`src/ddr_defs.vh`:
```
// constants for the door driver control and status register block
`ifndef DDR_DEFS_VH
`define DDR_DEFS_VH
`define DDR_SYS_CLK_HZ 25000000
`define DDR_FRAME_BITS 5'd24
`define DDR_CNT_MAX 5'h1f
`define DDR_OP_WRITE 2'b00
`define DDR_OP_READ 2'b01
`define DDR_OP_MSB 23
`define DDR_ADDR_MSB 21
`define DDR_ADDR_LSB 16
`define DDR_DATA_MSB 15
`define DDR_DATA_LSB 1
`define DDR_DATA_W 15
`define DDR_NUM_CTRL 9
`define DDR_CTRL_LAST 6'h08
`define DDR_IMMED_FIRST 6'h06
`define DDR_ADDR_FAIL 6'h10
`define DDR_ADDR_SUPPLY 6'h11
`define DDR_ADDR_THERM 6'h12
`define DDR_ADDR_CF1 6'h13
`define DDR_ADDR_CF2 6'h14
`define DDR_ADDR_CF3 6'h15
`define DDR_ADDR_CF4 6'h16
`define DDR_ADDR_CF5 6'h17
`define DDR_ADDR_CF6 6'h18
`define DDR_CTRL_RESET 15'h0000
`define DDR_CR0_FREQ_LSB 12
`define DDR_CR0_HS_LSB 6
`define DDR_CR0_LS_LSB 0
`define DDR_CF_W 10
`define DDR_PWM_BASE_HZ 10240
`define DDR_PWM_STEP_HZ 2048
`define DDR_PWM_PER_W 12
`endif

```
`src/ddr_regs.v`:
```
// serial-link register bank: control shadows, status readback, pwm rate and driver polarity
`timescale 1ns/10ps
`default_nettype none
`include "ddr_defs.vh"
// Notes on behaviour
// RULE1: status addresses 0x10 to 0x18 are read only; writes there change nothing.
// RULE2: writes to 00H-05H during timed actuation are held, applied after it ends.
// RULE3: writes to 06H-08H apply as soon as chip select returns high.
// RULE4: every writable register accepts writes at any time, even during actuation.
// RULE5: host keeps override and polarity bits unchanged during timed actuation.
// RULE6: host keeps override bits unchanged while actuate-all bit is set.
// RULE7: each frame carries address, data and parity; control writes configure outputs.
// RULE8: 00H holds pwm select 15:13, high sides 12:7, low sides 6:1.
// RULE9: integrated driver control data bits are zero after reset.
// RULE10: 00H readable and writable anytime and kept after actuation ends.
// RULE11: per output, only one side set drives it; none or both gives tristate.
// RULE12: pwm rate is 10.240 kHz plus 2.048 kHz per select code step.
// RULE13: the selected pwm rate is shared by all six integrated drivers.
// RULE14: global faults plus per-side output faults are reported.
// RULE15: every response carries the global status byte in bits 23 to 16.
// RULE16: status layouts of 0x10 to 0x18 as given, with 10-bit current feedback.
// RULE17: command word is two opcode bits, six address bits, data and parity.
// RULE18: odd parity checked on incoming frames and generated on outgoing ones.
// RULE19: a frame without exactly 24 clocks flags serial error, data dropped.
// RULE20: reserved status bits read zero and are covered by response parity.
// RULE21: a write with bad parity changes nothing and sets the write fail flag.
module ddr_regs (
    input wire sys_clk_in,
    input wire resetn_in,
    input wire sclk_in,
    input wire chip_select_n_in,
    input wire mosi_in,
    output reg miso_out,
    output wire miso_oe_out,
    input wire actuation_busy_in,
    input wire [11:0] output_fault_code_in,
    input wire logic_supply_undervoltage_in,
    input wire state_bit_high_in,
    input wire state_bit_low_in,
    input wire [7:0] drain_source_flag_in,
    input wire [3:0] external_fault_code_in,
    input wire pump_low_flag_in,
    input wire battery_low_inhibit_flag_in,
    input wire battery_overvoltage_flag_in,
    input wire [5:0] thermal_shutdown_flag_in,
    input wire [5:0] thermal_warning_flag_in,
    input wire aux_rail_undervoltage_in,
    input wire [59:0] current_feedback_value_in,
    output reg [134:0] ctrl_active_out,
    output reg [5:0] high_side_on_out,
    output reg [5:0] low_side_on_out,
    output reg pwm_tick_out
);

////////////////////////////////////////////////////////////////////////////////
// pin synchronisers and edge finding

reg sclk_m_reg;
reg sclk_s_reg;
reg sclk_d_reg;
reg cs_m_reg;
reg cs_s_reg;
reg cs_d_reg;
reg mosi_m_reg;
reg mosi_s_reg;

always @(posedge sys_clk_in or negedge resetn_in) begin
    if (!resetn_in) begin
        sclk_m_reg <= 1'b0;
        sclk_s_reg <= 1'b0;
        sclk_d_reg <= 1'b0;
        cs_m_reg <= 1'b1;
        cs_s_reg <= 1'b1;
        cs_d_reg <= 1'b1;
        mosi_m_reg <= 1'b0;
        mosi_s_reg <= 1'b0;
    end else begin
        sclk_m_reg <= sclk_in;
        sclk_s_reg <= sclk_m_reg;
        sclk_d_reg <= sclk_s_reg;
        cs_m_reg <= chip_select_n_in;
        cs_s_reg <= cs_m_reg;
        cs_d_reg <= cs_s_reg;
        mosi_m_reg <= mosi_in;
        mosi_s_reg <= mosi_m_reg;
    end
end

wire in_frame = ~cs_s_reg;
wire sclk_rise = in_frame & sclk_s_reg & ~sclk_d_reg;
wire sclk_fall = in_frame & ~sclk_s_reg & sclk_d_reg;
wire frame_start = cs_d_reg & ~cs_s_reg;
wire frame_end = ~cs_d_reg & cs_s_reg;

////////////////////////////////////////////////////////////////////////////////
// receive shifter and frame checks

reg [23:0] rx_reg;
reg [4:0] bit_cnt_reg;

// count saturates so an overlong frame cannot wrap back to 24

always @(posedge sys_clk_in or negedge resetn_in) begin
    if (!resetn_in) begin
        rx_reg <= 24'h000000;
        bit_cnt_reg <= 5'h00;
    end else if (frame_start) begin
        bit_cnt_reg <= 5'h00;
    end else if (sclk_rise) begin
        rx_reg <= {rx_reg[22:0], mosi_s_reg};
        if (bit_cnt_reg != `DDR_CNT_MAX)
            bit_cnt_reg <= bit_cnt_reg + 5'h01;
    end
end

wire [1:0] rx_op = rx_reg[`DDR_OP_MSB:`DDR_ADDR_MSB+1]; // RULE17
wire [5:0] rx_addr = rx_reg[`DDR_ADDR_MSB:`DDR_ADDR_LSB];
wire [14:0] rx_data = rx_reg[`DDR_DATA_MSB:`DDR_DATA_LSB];
wire len_ok = (bit_cnt_reg == `DDR_FRAME_BITS); // RULE19
wire par_ok = ^rx_reg; // RULE18
wire is_write = (rx_op == `DDR_OP_WRITE);
wire good_frame = frame_end & len_ok & par_ok;
// status addresses lie above the write range, so they stay read only
// RULE7 RULE1 RULE4
wire do_write = good_frame & is_write & (rx_addr <= `DDR_CTRL_LAST);
wire do_read = good_frame & ~is_write;
wire ctrl_addr = (rx_addr <= `DDR_CTRL_LAST);
wire stat_addr = (rx_addr >= `DDR_ADDR_FAIL) & (rx_addr <= `DDR_ADDR_CF6);

////////////////////////////////////////////////////////////////////////////////
// control shadows and applied copies

reg [134:0] shadow_reg;

always @(posedge sys_clk_in or negedge resetn_in) begin
    if (!resetn_in)
        shadow_reg <= {`DDR_NUM_CTRL{`DDR_CTRL_RESET}}; // RULE9
    else if (do_write)
        shadow_reg[rx_addr[3:0]*`DDR_DATA_W +: `DDR_DATA_W] <= rx_data; // RULE4 RULE21
end

// deferred registers follow the shadow only between actuations, so a
// half-written setup never leaks into a running sequence
genvar g;
generate
    for (g = 0; g < `DDR_NUM_CTRL; g = g + 1) begin : g_apply
        always @(posedge sys_clk_in or negedge resetn_in) begin
            if (!resetn_in)
                ctrl_active_out[g*15 +: 15] <= `DDR_CTRL_RESET; // RULE9
            else if (g >= `DDR_IMMED_FIRST)
                ctrl_active_out[g*15 +: 15] <= shadow_reg[g*15 +: 15]; // RULE3
            else if (!actuation_busy_in)
                ctrl_active_out[g*15 +: 15] <= shadow_reg[g*15 +: 15]; // RULE2 RULE10
        end
    end
endgenerate

////////////////////////////////////////////////////////////////////////////////
// driver polarity and global pwm rate

wire [14:0] cr0 = ctrl_active_out[14:0];
wire [5:0] hs_en = cr0[`DDR_CR0_HS_LSB +: 6]; // RULE8
wire [5:0] ls_en = cr0[`DDR_CR0_LS_LSB +: 6];
wire [2:0] freq_sel = cr0[`DDR_CR0_FREQ_LSB +: 3];

always @(posedge sys_clk_in or negedge resetn_in) begin
    if (!resetn_in) begin
        high_side_on_out <= 6'h00;
        low_side_on_out <= 6'h00;
    end else begin
        high_side_on_out <= hs_en & ~ls_en; // RULE11
        low_side_on_out <= ls_en & ~hs_en; // RULE11
    end
end

// periods fixed at elaboration, no divider in the fabric
wire [95:0] pwm_per_tab;
generate
    for (g = 0; g < 8; g = g + 1) begin : g_pwm
        localparam integer PER = `DDR_SYS_CLK_HZ / (`DDR_PWM_BASE_HZ + g * `DDR_PWM_STEP_HZ); // RULE12
        assign pwm_per_tab[g*12 +: 12] = PER[11:0];
    end
endgenerate

wire [11:0] pwm_per = pwm_per_tab[freq_sel*12 +: 12];
reg [11:0] pwm_cnt_reg;

// one counter for all six drivers keeps their pwm edges aligned
always @(posedge sys_clk_in or negedge resetn_in) begin
    if (!resetn_in) begin
        pwm_cnt_reg <= 12'h000;
        pwm_tick_out <= 1'b0;
    end else if (pwm_cnt_reg >= pwm_per - 12'h001) begin
        pwm_cnt_reg <= 12'h000;
        pwm_tick_out <= 1'b1; // RULE13
    end else begin
        pwm_cnt_reg <= pwm_cnt_reg + 12'h001;
        pwm_tick_out <= 1'b0;
    end
end

////////////////////////////////////////////////////////////////////////////////
// sticky link flags and global status byte

reg serial_fail_reg;
reg write_fail_flag_reg;
reg read_fail_reg;
reg reset_occurred_flag_reg;
// frame error flags describe the last frame only
reg frame_error_flag_1_reg;
reg frame_error_flag_2_reg;
wire clr_fail = do_read & (rx_addr == `DDR_ADDR_FAIL);

// a new failure in the clearing cycle wins over the clear
always @(posedge sys_clk_in or negedge resetn_in) begin
    if (!resetn_in) begin
        serial_fail_reg <= 1'b0;
        write_fail_flag_reg <= 1'b0;
        read_fail_reg <= 1'b0;
        reset_occurred_flag_reg <= 1'b1;
        frame_error_flag_1_reg <= 1'b0;
        frame_error_flag_2_reg <= 1'b0;
    end else if (frame_end) begin
        serial_fail_reg <= ~len_ok | (serial_fail_reg & ~clr_fail); // RULE19
        write_fail_flag_reg <= (len_ok & ~par_ok & is_write) | (write_fail_flag_reg & ~clr_fail); // RULE21
        read_fail_reg <= (len_ok & ~par_ok & ~is_write) | (read_fail_reg & ~clr_fail);
        reset_occurred_flag_reg <= reset_occurred_flag_reg & ~clr_fail;
        frame_error_flag_1_reg <= len_ok & ~par_ok;
        frame_error_flag_2_reg <= good_frame & ~ctrl_addr & ~stat_addr;
    end
end

wire device_error = logic_supply_undervoltage_in | pump_low_flag_in | battery_low_inhibit_flag_in |
    battery_overvoltage_flag_in | aux_rail_undervoltage_in | (|thermal_shutdown_flag_in) |
    (|output_fault_code_in) | (|drain_source_flag_in) | (|external_fault_code_in);
wire global_warning = |thermal_warning_flag_in;
wire link_error = serial_fail_reg | frame_error_flag_1_reg | frame_error_flag_2_reg;
wire global_status_flag_n = ~(device_error | global_warning | link_error | reset_occurred_flag_reg);
// RULE15
wire [7:0] global_byte = {global_status_flag_n, reset_occurred_flag_reg, serial_fail_reg,
    frame_error_flag_2_reg, frame_error_flag_1_reg, device_error, global_warning, 1'b0};

////////////////////////////////////////////////////////////////////////////////
// readback select, captured at end of the request frame

reg [14:0] rd_sel;

always @* begin
    rd_sel = 15'h0000;
    if (ctrl_addr)
        rd_sel = shadow_reg[rx_addr[3:0]*`DDR_DATA_W +: `DDR_DATA_W]; // RULE10
    else begin
        case (rx_addr) // RULE14 RULE16 RULE20
            `DDR_ADDR_FAIL: rd_sel = {serial_fail_reg, write_fail_flag_reg, read_fail_reg,
                output_fault_code_in};
            `DDR_ADDR_SUPPLY: rd_sel = {logic_supply_undervoltage_in, state_bit_high_in,
                state_bit_low_in, drain_source_flag_in, external_fault_code_in};
            `DDR_ADDR_THERM: rd_sel = {pump_low_flag_in, battery_low_inhibit_flag_in,
                battery_overvoltage_flag_in, thermal_shutdown_flag_in, thermal_warning_flag_in};
            `DDR_ADDR_CF1: rd_sel = {aux_rail_undervoltage_in, 4'h0, current_feedback_value_in[9:0]};
            `DDR_ADDR_CF2: rd_sel = {5'h00, current_feedback_value_in[19:10]};
            `DDR_ADDR_CF3: rd_sel = {5'h00, current_feedback_value_in[29:20]};
            `DDR_ADDR_CF4: rd_sel = {5'h00, current_feedback_value_in[39:30]};
            `DDR_ADDR_CF5: rd_sel = {5'h00, current_feedback_value_in[49:40]};
            `DDR_ADDR_CF6: rd_sel = {5'h00, current_feedback_value_in[59:50]};
            default: rd_sel = 15'h0000;
        endcase
    end
end

reg [14:0] rd_data_reg;

// answer to a read comes out in the next frame, as the bits are
// already leaving before this frame's address is known
always @(posedge sys_clk_in or negedge resetn_in) begin
    if (!resetn_in)
        rd_data_reg <= 15'h0000;
    else if (do_read)
        rd_data_reg <= rd_sel;
end

////////////////////////////////////////////////////////////////////////////////
// transmit shifter

// parity over the body makes the whole response odd
wire [22:0] tx_body = {global_byte, rd_data_reg};
reg [23:0] tx_reg;

always @(posedge sys_clk_in or negedge resetn_in) begin
    if (!resetn_in) begin
        tx_reg <= 24'h000000;
        miso_out <= 1'b0;
    end else if (frame_start) begin
        tx_reg <= {tx_body, ~^tx_body}; // RULE18 RULE20
        miso_out <= tx_body[22];
    end else if (sclk_fall) begin
        tx_reg <= {tx_reg[22:0], 1'b0};
        miso_out <= tx_reg[22];
    end
end

// released outside frames so another device may share the line
assign miso_oe_out = in_frame;

endmodule // ddr_regs
`default_nettype wire

```
`config.mk`:
```
export PLATFORM = sky130hd
export DESIGN_NAME = ddr_regs
export DESIGN_NICKNAME = d
export VERILOG_FILES = /design/src/ddr_regs.v
export VERILOG_INCLUDE_DIRS = /design/src
export SDC_FILE = /design/constraint.sdc
export NUM_CORES = 1
export LEC_CHECK = 0
export BUFFER_PORTS_ARGS = -buffer_cell sky130_fd_sc_hd__buf_2
export CAP_MARGIN = 0
export CORE_MARGIN = 1.5
export CORE_UTILIZATION = 26
export DETAILED_ROUTE_END_ITERATION = 12
export MAX_ROUTING_LAYER = met4
export PLACE_DENSITY = 0.47
export SLEW_MARGIN = 10
export SYNTH_ARGS = -nofsm -noshare
export SYNTH_HDL_FRONTEND = slang
export SYNTH_SLANG_ARGS = --single-unit
```
`constraint.sdc`:
```
create_clock -name sys_clk_in -period 4.4 [get_ports sys_clk_in]
set_input_delay 0.44 -clock sys_clk_in [delete_from_list [all_inputs] [get_ports sys_clk_in]]
set_output_delay 0.44 -clock sys_clk_in [all_outputs]
set_load 0.02 [all_outputs]
```
==> out/qor.yml <==
status: "complete, no violations"
cts_resized: 0
cts_max_level: 2
clkLatencyLatePin_ns: 0.58
grt_pass1_vias: 12591
hpwl_um: 40500
cap_violations: 0
pre_cts_slack_ns: 0.875
worstSetupStartpointType: "flop"
die-area_mm2: 0.0692
gp_congestion: 0.802
die_x_um: 263
wl_um: 55100
rsz0062_at_grt: "false"
grt-ovfl-total: 0
synth.net_count: 1513
path_cells: "inv_1, ha_1, xor2_1, xnor2_1, xnor3_2, xnor2_4, nand4_2, mux2_2"
cts_buffers: 44
switching_share_pct: 23.9
timing.critical_path.buf_inv: 1
drtIter0Drc: 893
synth_edf_count: 0
wl_per_cell_um: 21.8
yosysSeqAreaShare_pct: 53.7
pwr-share-comb_pct: 6.9
r2r_start: "rx_reg[20]"
crit_path_end_kind: "flop"
yosysWarningCount: 0
ys_ff_latch: 377
hold_depth: 3
p_clk_share_pct: 47.1
ys_types: 61
area_growth_pct: 21.5
port_buffers: 258
crit_fanout: 15
reg2regPathDepth: 8
fin_crit_ns: 3.55
grt_use_total_pct: 16.5
first_pass_iters: 7
dominantRegCellSynth: "dfrtp_1"
antennaDiodeCount: 0
fin_nets: 1770
io-pin-count: 259
p_seq_share_pct: 45.9
syn_avg_cell_area_um2: 12.8
min_path_type: "input pin to flop"
synth_top_cell_area_share_pct: 53.1
worstMarginPinSlew_ns: 1.10
p_leak_nw: 10.4
die_h_um: 263
clk_pin_slew_ns: 0.06
layout_common_cells: "372 x dfrtp_1, 256 x buf_2, 203 x mux2_2, 124 x nor2_1, 96 x nand2_1"
cts_buffer_depth: 3
fin_ws_ns: 0.846
maxSlewViolCount: 0
path_class: "flop to flop"
cts-root-buf: "clkbuf_16"
largest_register_ffs: 135
relSlewSlack_pct: 26.3
grt_max_degree: 110
critPathMaxStageDelay_ns: 0.69
critical_path_arrival_ns: 4.01
post_cts.repair.setup_buffers: 0
ys_top_cells_by_area: "dfrtp_1 53%, mux2_2 13%, mux2_4 4.3%"
drc: 0
drtAntennaViolNets: 0
fin_tns_setup_ns: 0
skew_ns: 0.0256
layout_commonest_cell: "dfrtp_1"
cts_tree: "done"
synth_top_area_cell: "dfrtp_1"
core_mm2: 0.0670
syn-cell-area_mm2: 0.0176
crit_slowest_cell: "nand4_2"
ir_drop_v: 0.000245
whs_endpoint: "tx_reg[17]"
min_from: "thermal_warning_flag_in[5]"
synthArstFlopShare_pct: 100
vias: 12009
cts_sinks: 377
p_switching_w: 0.00186
setup_violations: 0
path_depth: 8
powerDensity_mw_per_mm2: 365
cp_top_family: "XOR/XNOR gates"
row_count: 95
required_ns: 4.85
vias_per_cell: 4.74
initial_utilization_pct: 26.2
hold_buffers: 4
internal_power_w: 0.00594
drive_gt1_share_pct: 39.6
syn_inst: 1370
grt_pass1_wl_um: 83900
reg2reg_slack_ns: 0.85
fmax_mhz: 281
finalHoldViolCount: 0
antenna_found_initial: 0
r2r-end: "shadow_reg[100]"
period_share_pct: 80.8
-- tightest hold or removal path, cell delays in order --
cell     delay, ns
buf_2         0.09
nor3_1        0.11
a21oi_1       0.14
-- cells by family after synthesis --
kind of cell	after synthesis	share of synthesized area (%)
AND/OR/NAND/NOR	314	8.58
buffers and inverters	100	2.48
XOR/XNOR	55	2.97
AO/OA/AOI/OAI	175	6.92
flip-flops	377	53.7
adder cells (fa/ha/maj)	34	2.42
multiplexers	315	22.9
-- power by group through the flow --
stage	registers [W]	clock network (W)	logic, W
2_1_floorplan	0.00362	0	0.000393
6_report	0.00358	0.00368	0.000542
5_1_grt	0.00359	0.00394	0.000596
3_5_place_dp	0.00364	0	0.000544
4_1_cts	0.00358	0.00379	0.000549
3_3_place_gp	0.00364	0	0.000531
-- worst max-delay path by stage --
stage | start | endpoint | slack (ns)
2_1_floorplan | rx_reg[16] | shadow_reg[10] | 0.69
3_3_place_gp | rx_reg[20] | shadow_reg[103] | 0.93
3_5_place_dp | rx_reg[21] | shadow_reg[91] | 0.88
4_1_cts | rx_reg[20] | shadow_reg[91] | 0.85
5_1_grt | rx_reg[20] | shadow_reg[88] | 0.65
6_report | rx_reg[20] | shadow_reg[100] | 0.85
-- per-stage QoR --
stage          util (%)  hold slack [ns]  total power [W]  instances  area (µm²)
4_1_cts            31.9            0.221          0.00792       2532       21400
5_1_grt            31.9            0.262          0.00812       2532       21400
6_report           31.9            0.252          0.00780       2532       21400
2_1_floorplan         -            0.144          0.00401       1370       17600
3_5_place_dp       29.6            0.336          0.00419       2450       19900
3_3_place_gp       29.6            0.335          0.00417       2450       19900
-- metal layers --
| layer | part of all wire (%) | vias to the layer above | GRT usage (%) |
|---|---|---|---|
| met5 | 0 | - | - |
| met4 | 2.1 | 0 | 4.26 |
| met3 | 4.4 | 82 | 2.63 |
| met2 | 46 | 302 | 24.9 |
| met1 | 48 | 6186 | 22.9 |
| li1 | - | 5439 | - |
-- layout make-up --
cell class	instances	area, µm²
fillers	6832	45700
clock buffers	64	1290
clock inverters	14	163
repair buffers	286	1550
inverters	25	93.8
flip-flops and latches	377	9440
well taps	873	1090
multi-input cells	893	7730
-- synthesized netlist by cell type (10+ instances only) --
cell      number
a221oi_1      23
nor4_1        10
a21oi_1       23
ha_1          34
a22oi_1       17
inv_1         24
xnor2_1       38
nor2b_1       22
a211oi_1      18
clkbuf_1      54
dfrtp_1      373
mux2_2       203
a222oi_1      11
xor2_1        14
mux2i_1       32
mux2_4        50
nor3_1        10
nor2_1       125
nand2_1       96
o21ai_0       47
mux4_2        30
(Power assumes the default switching activity.)
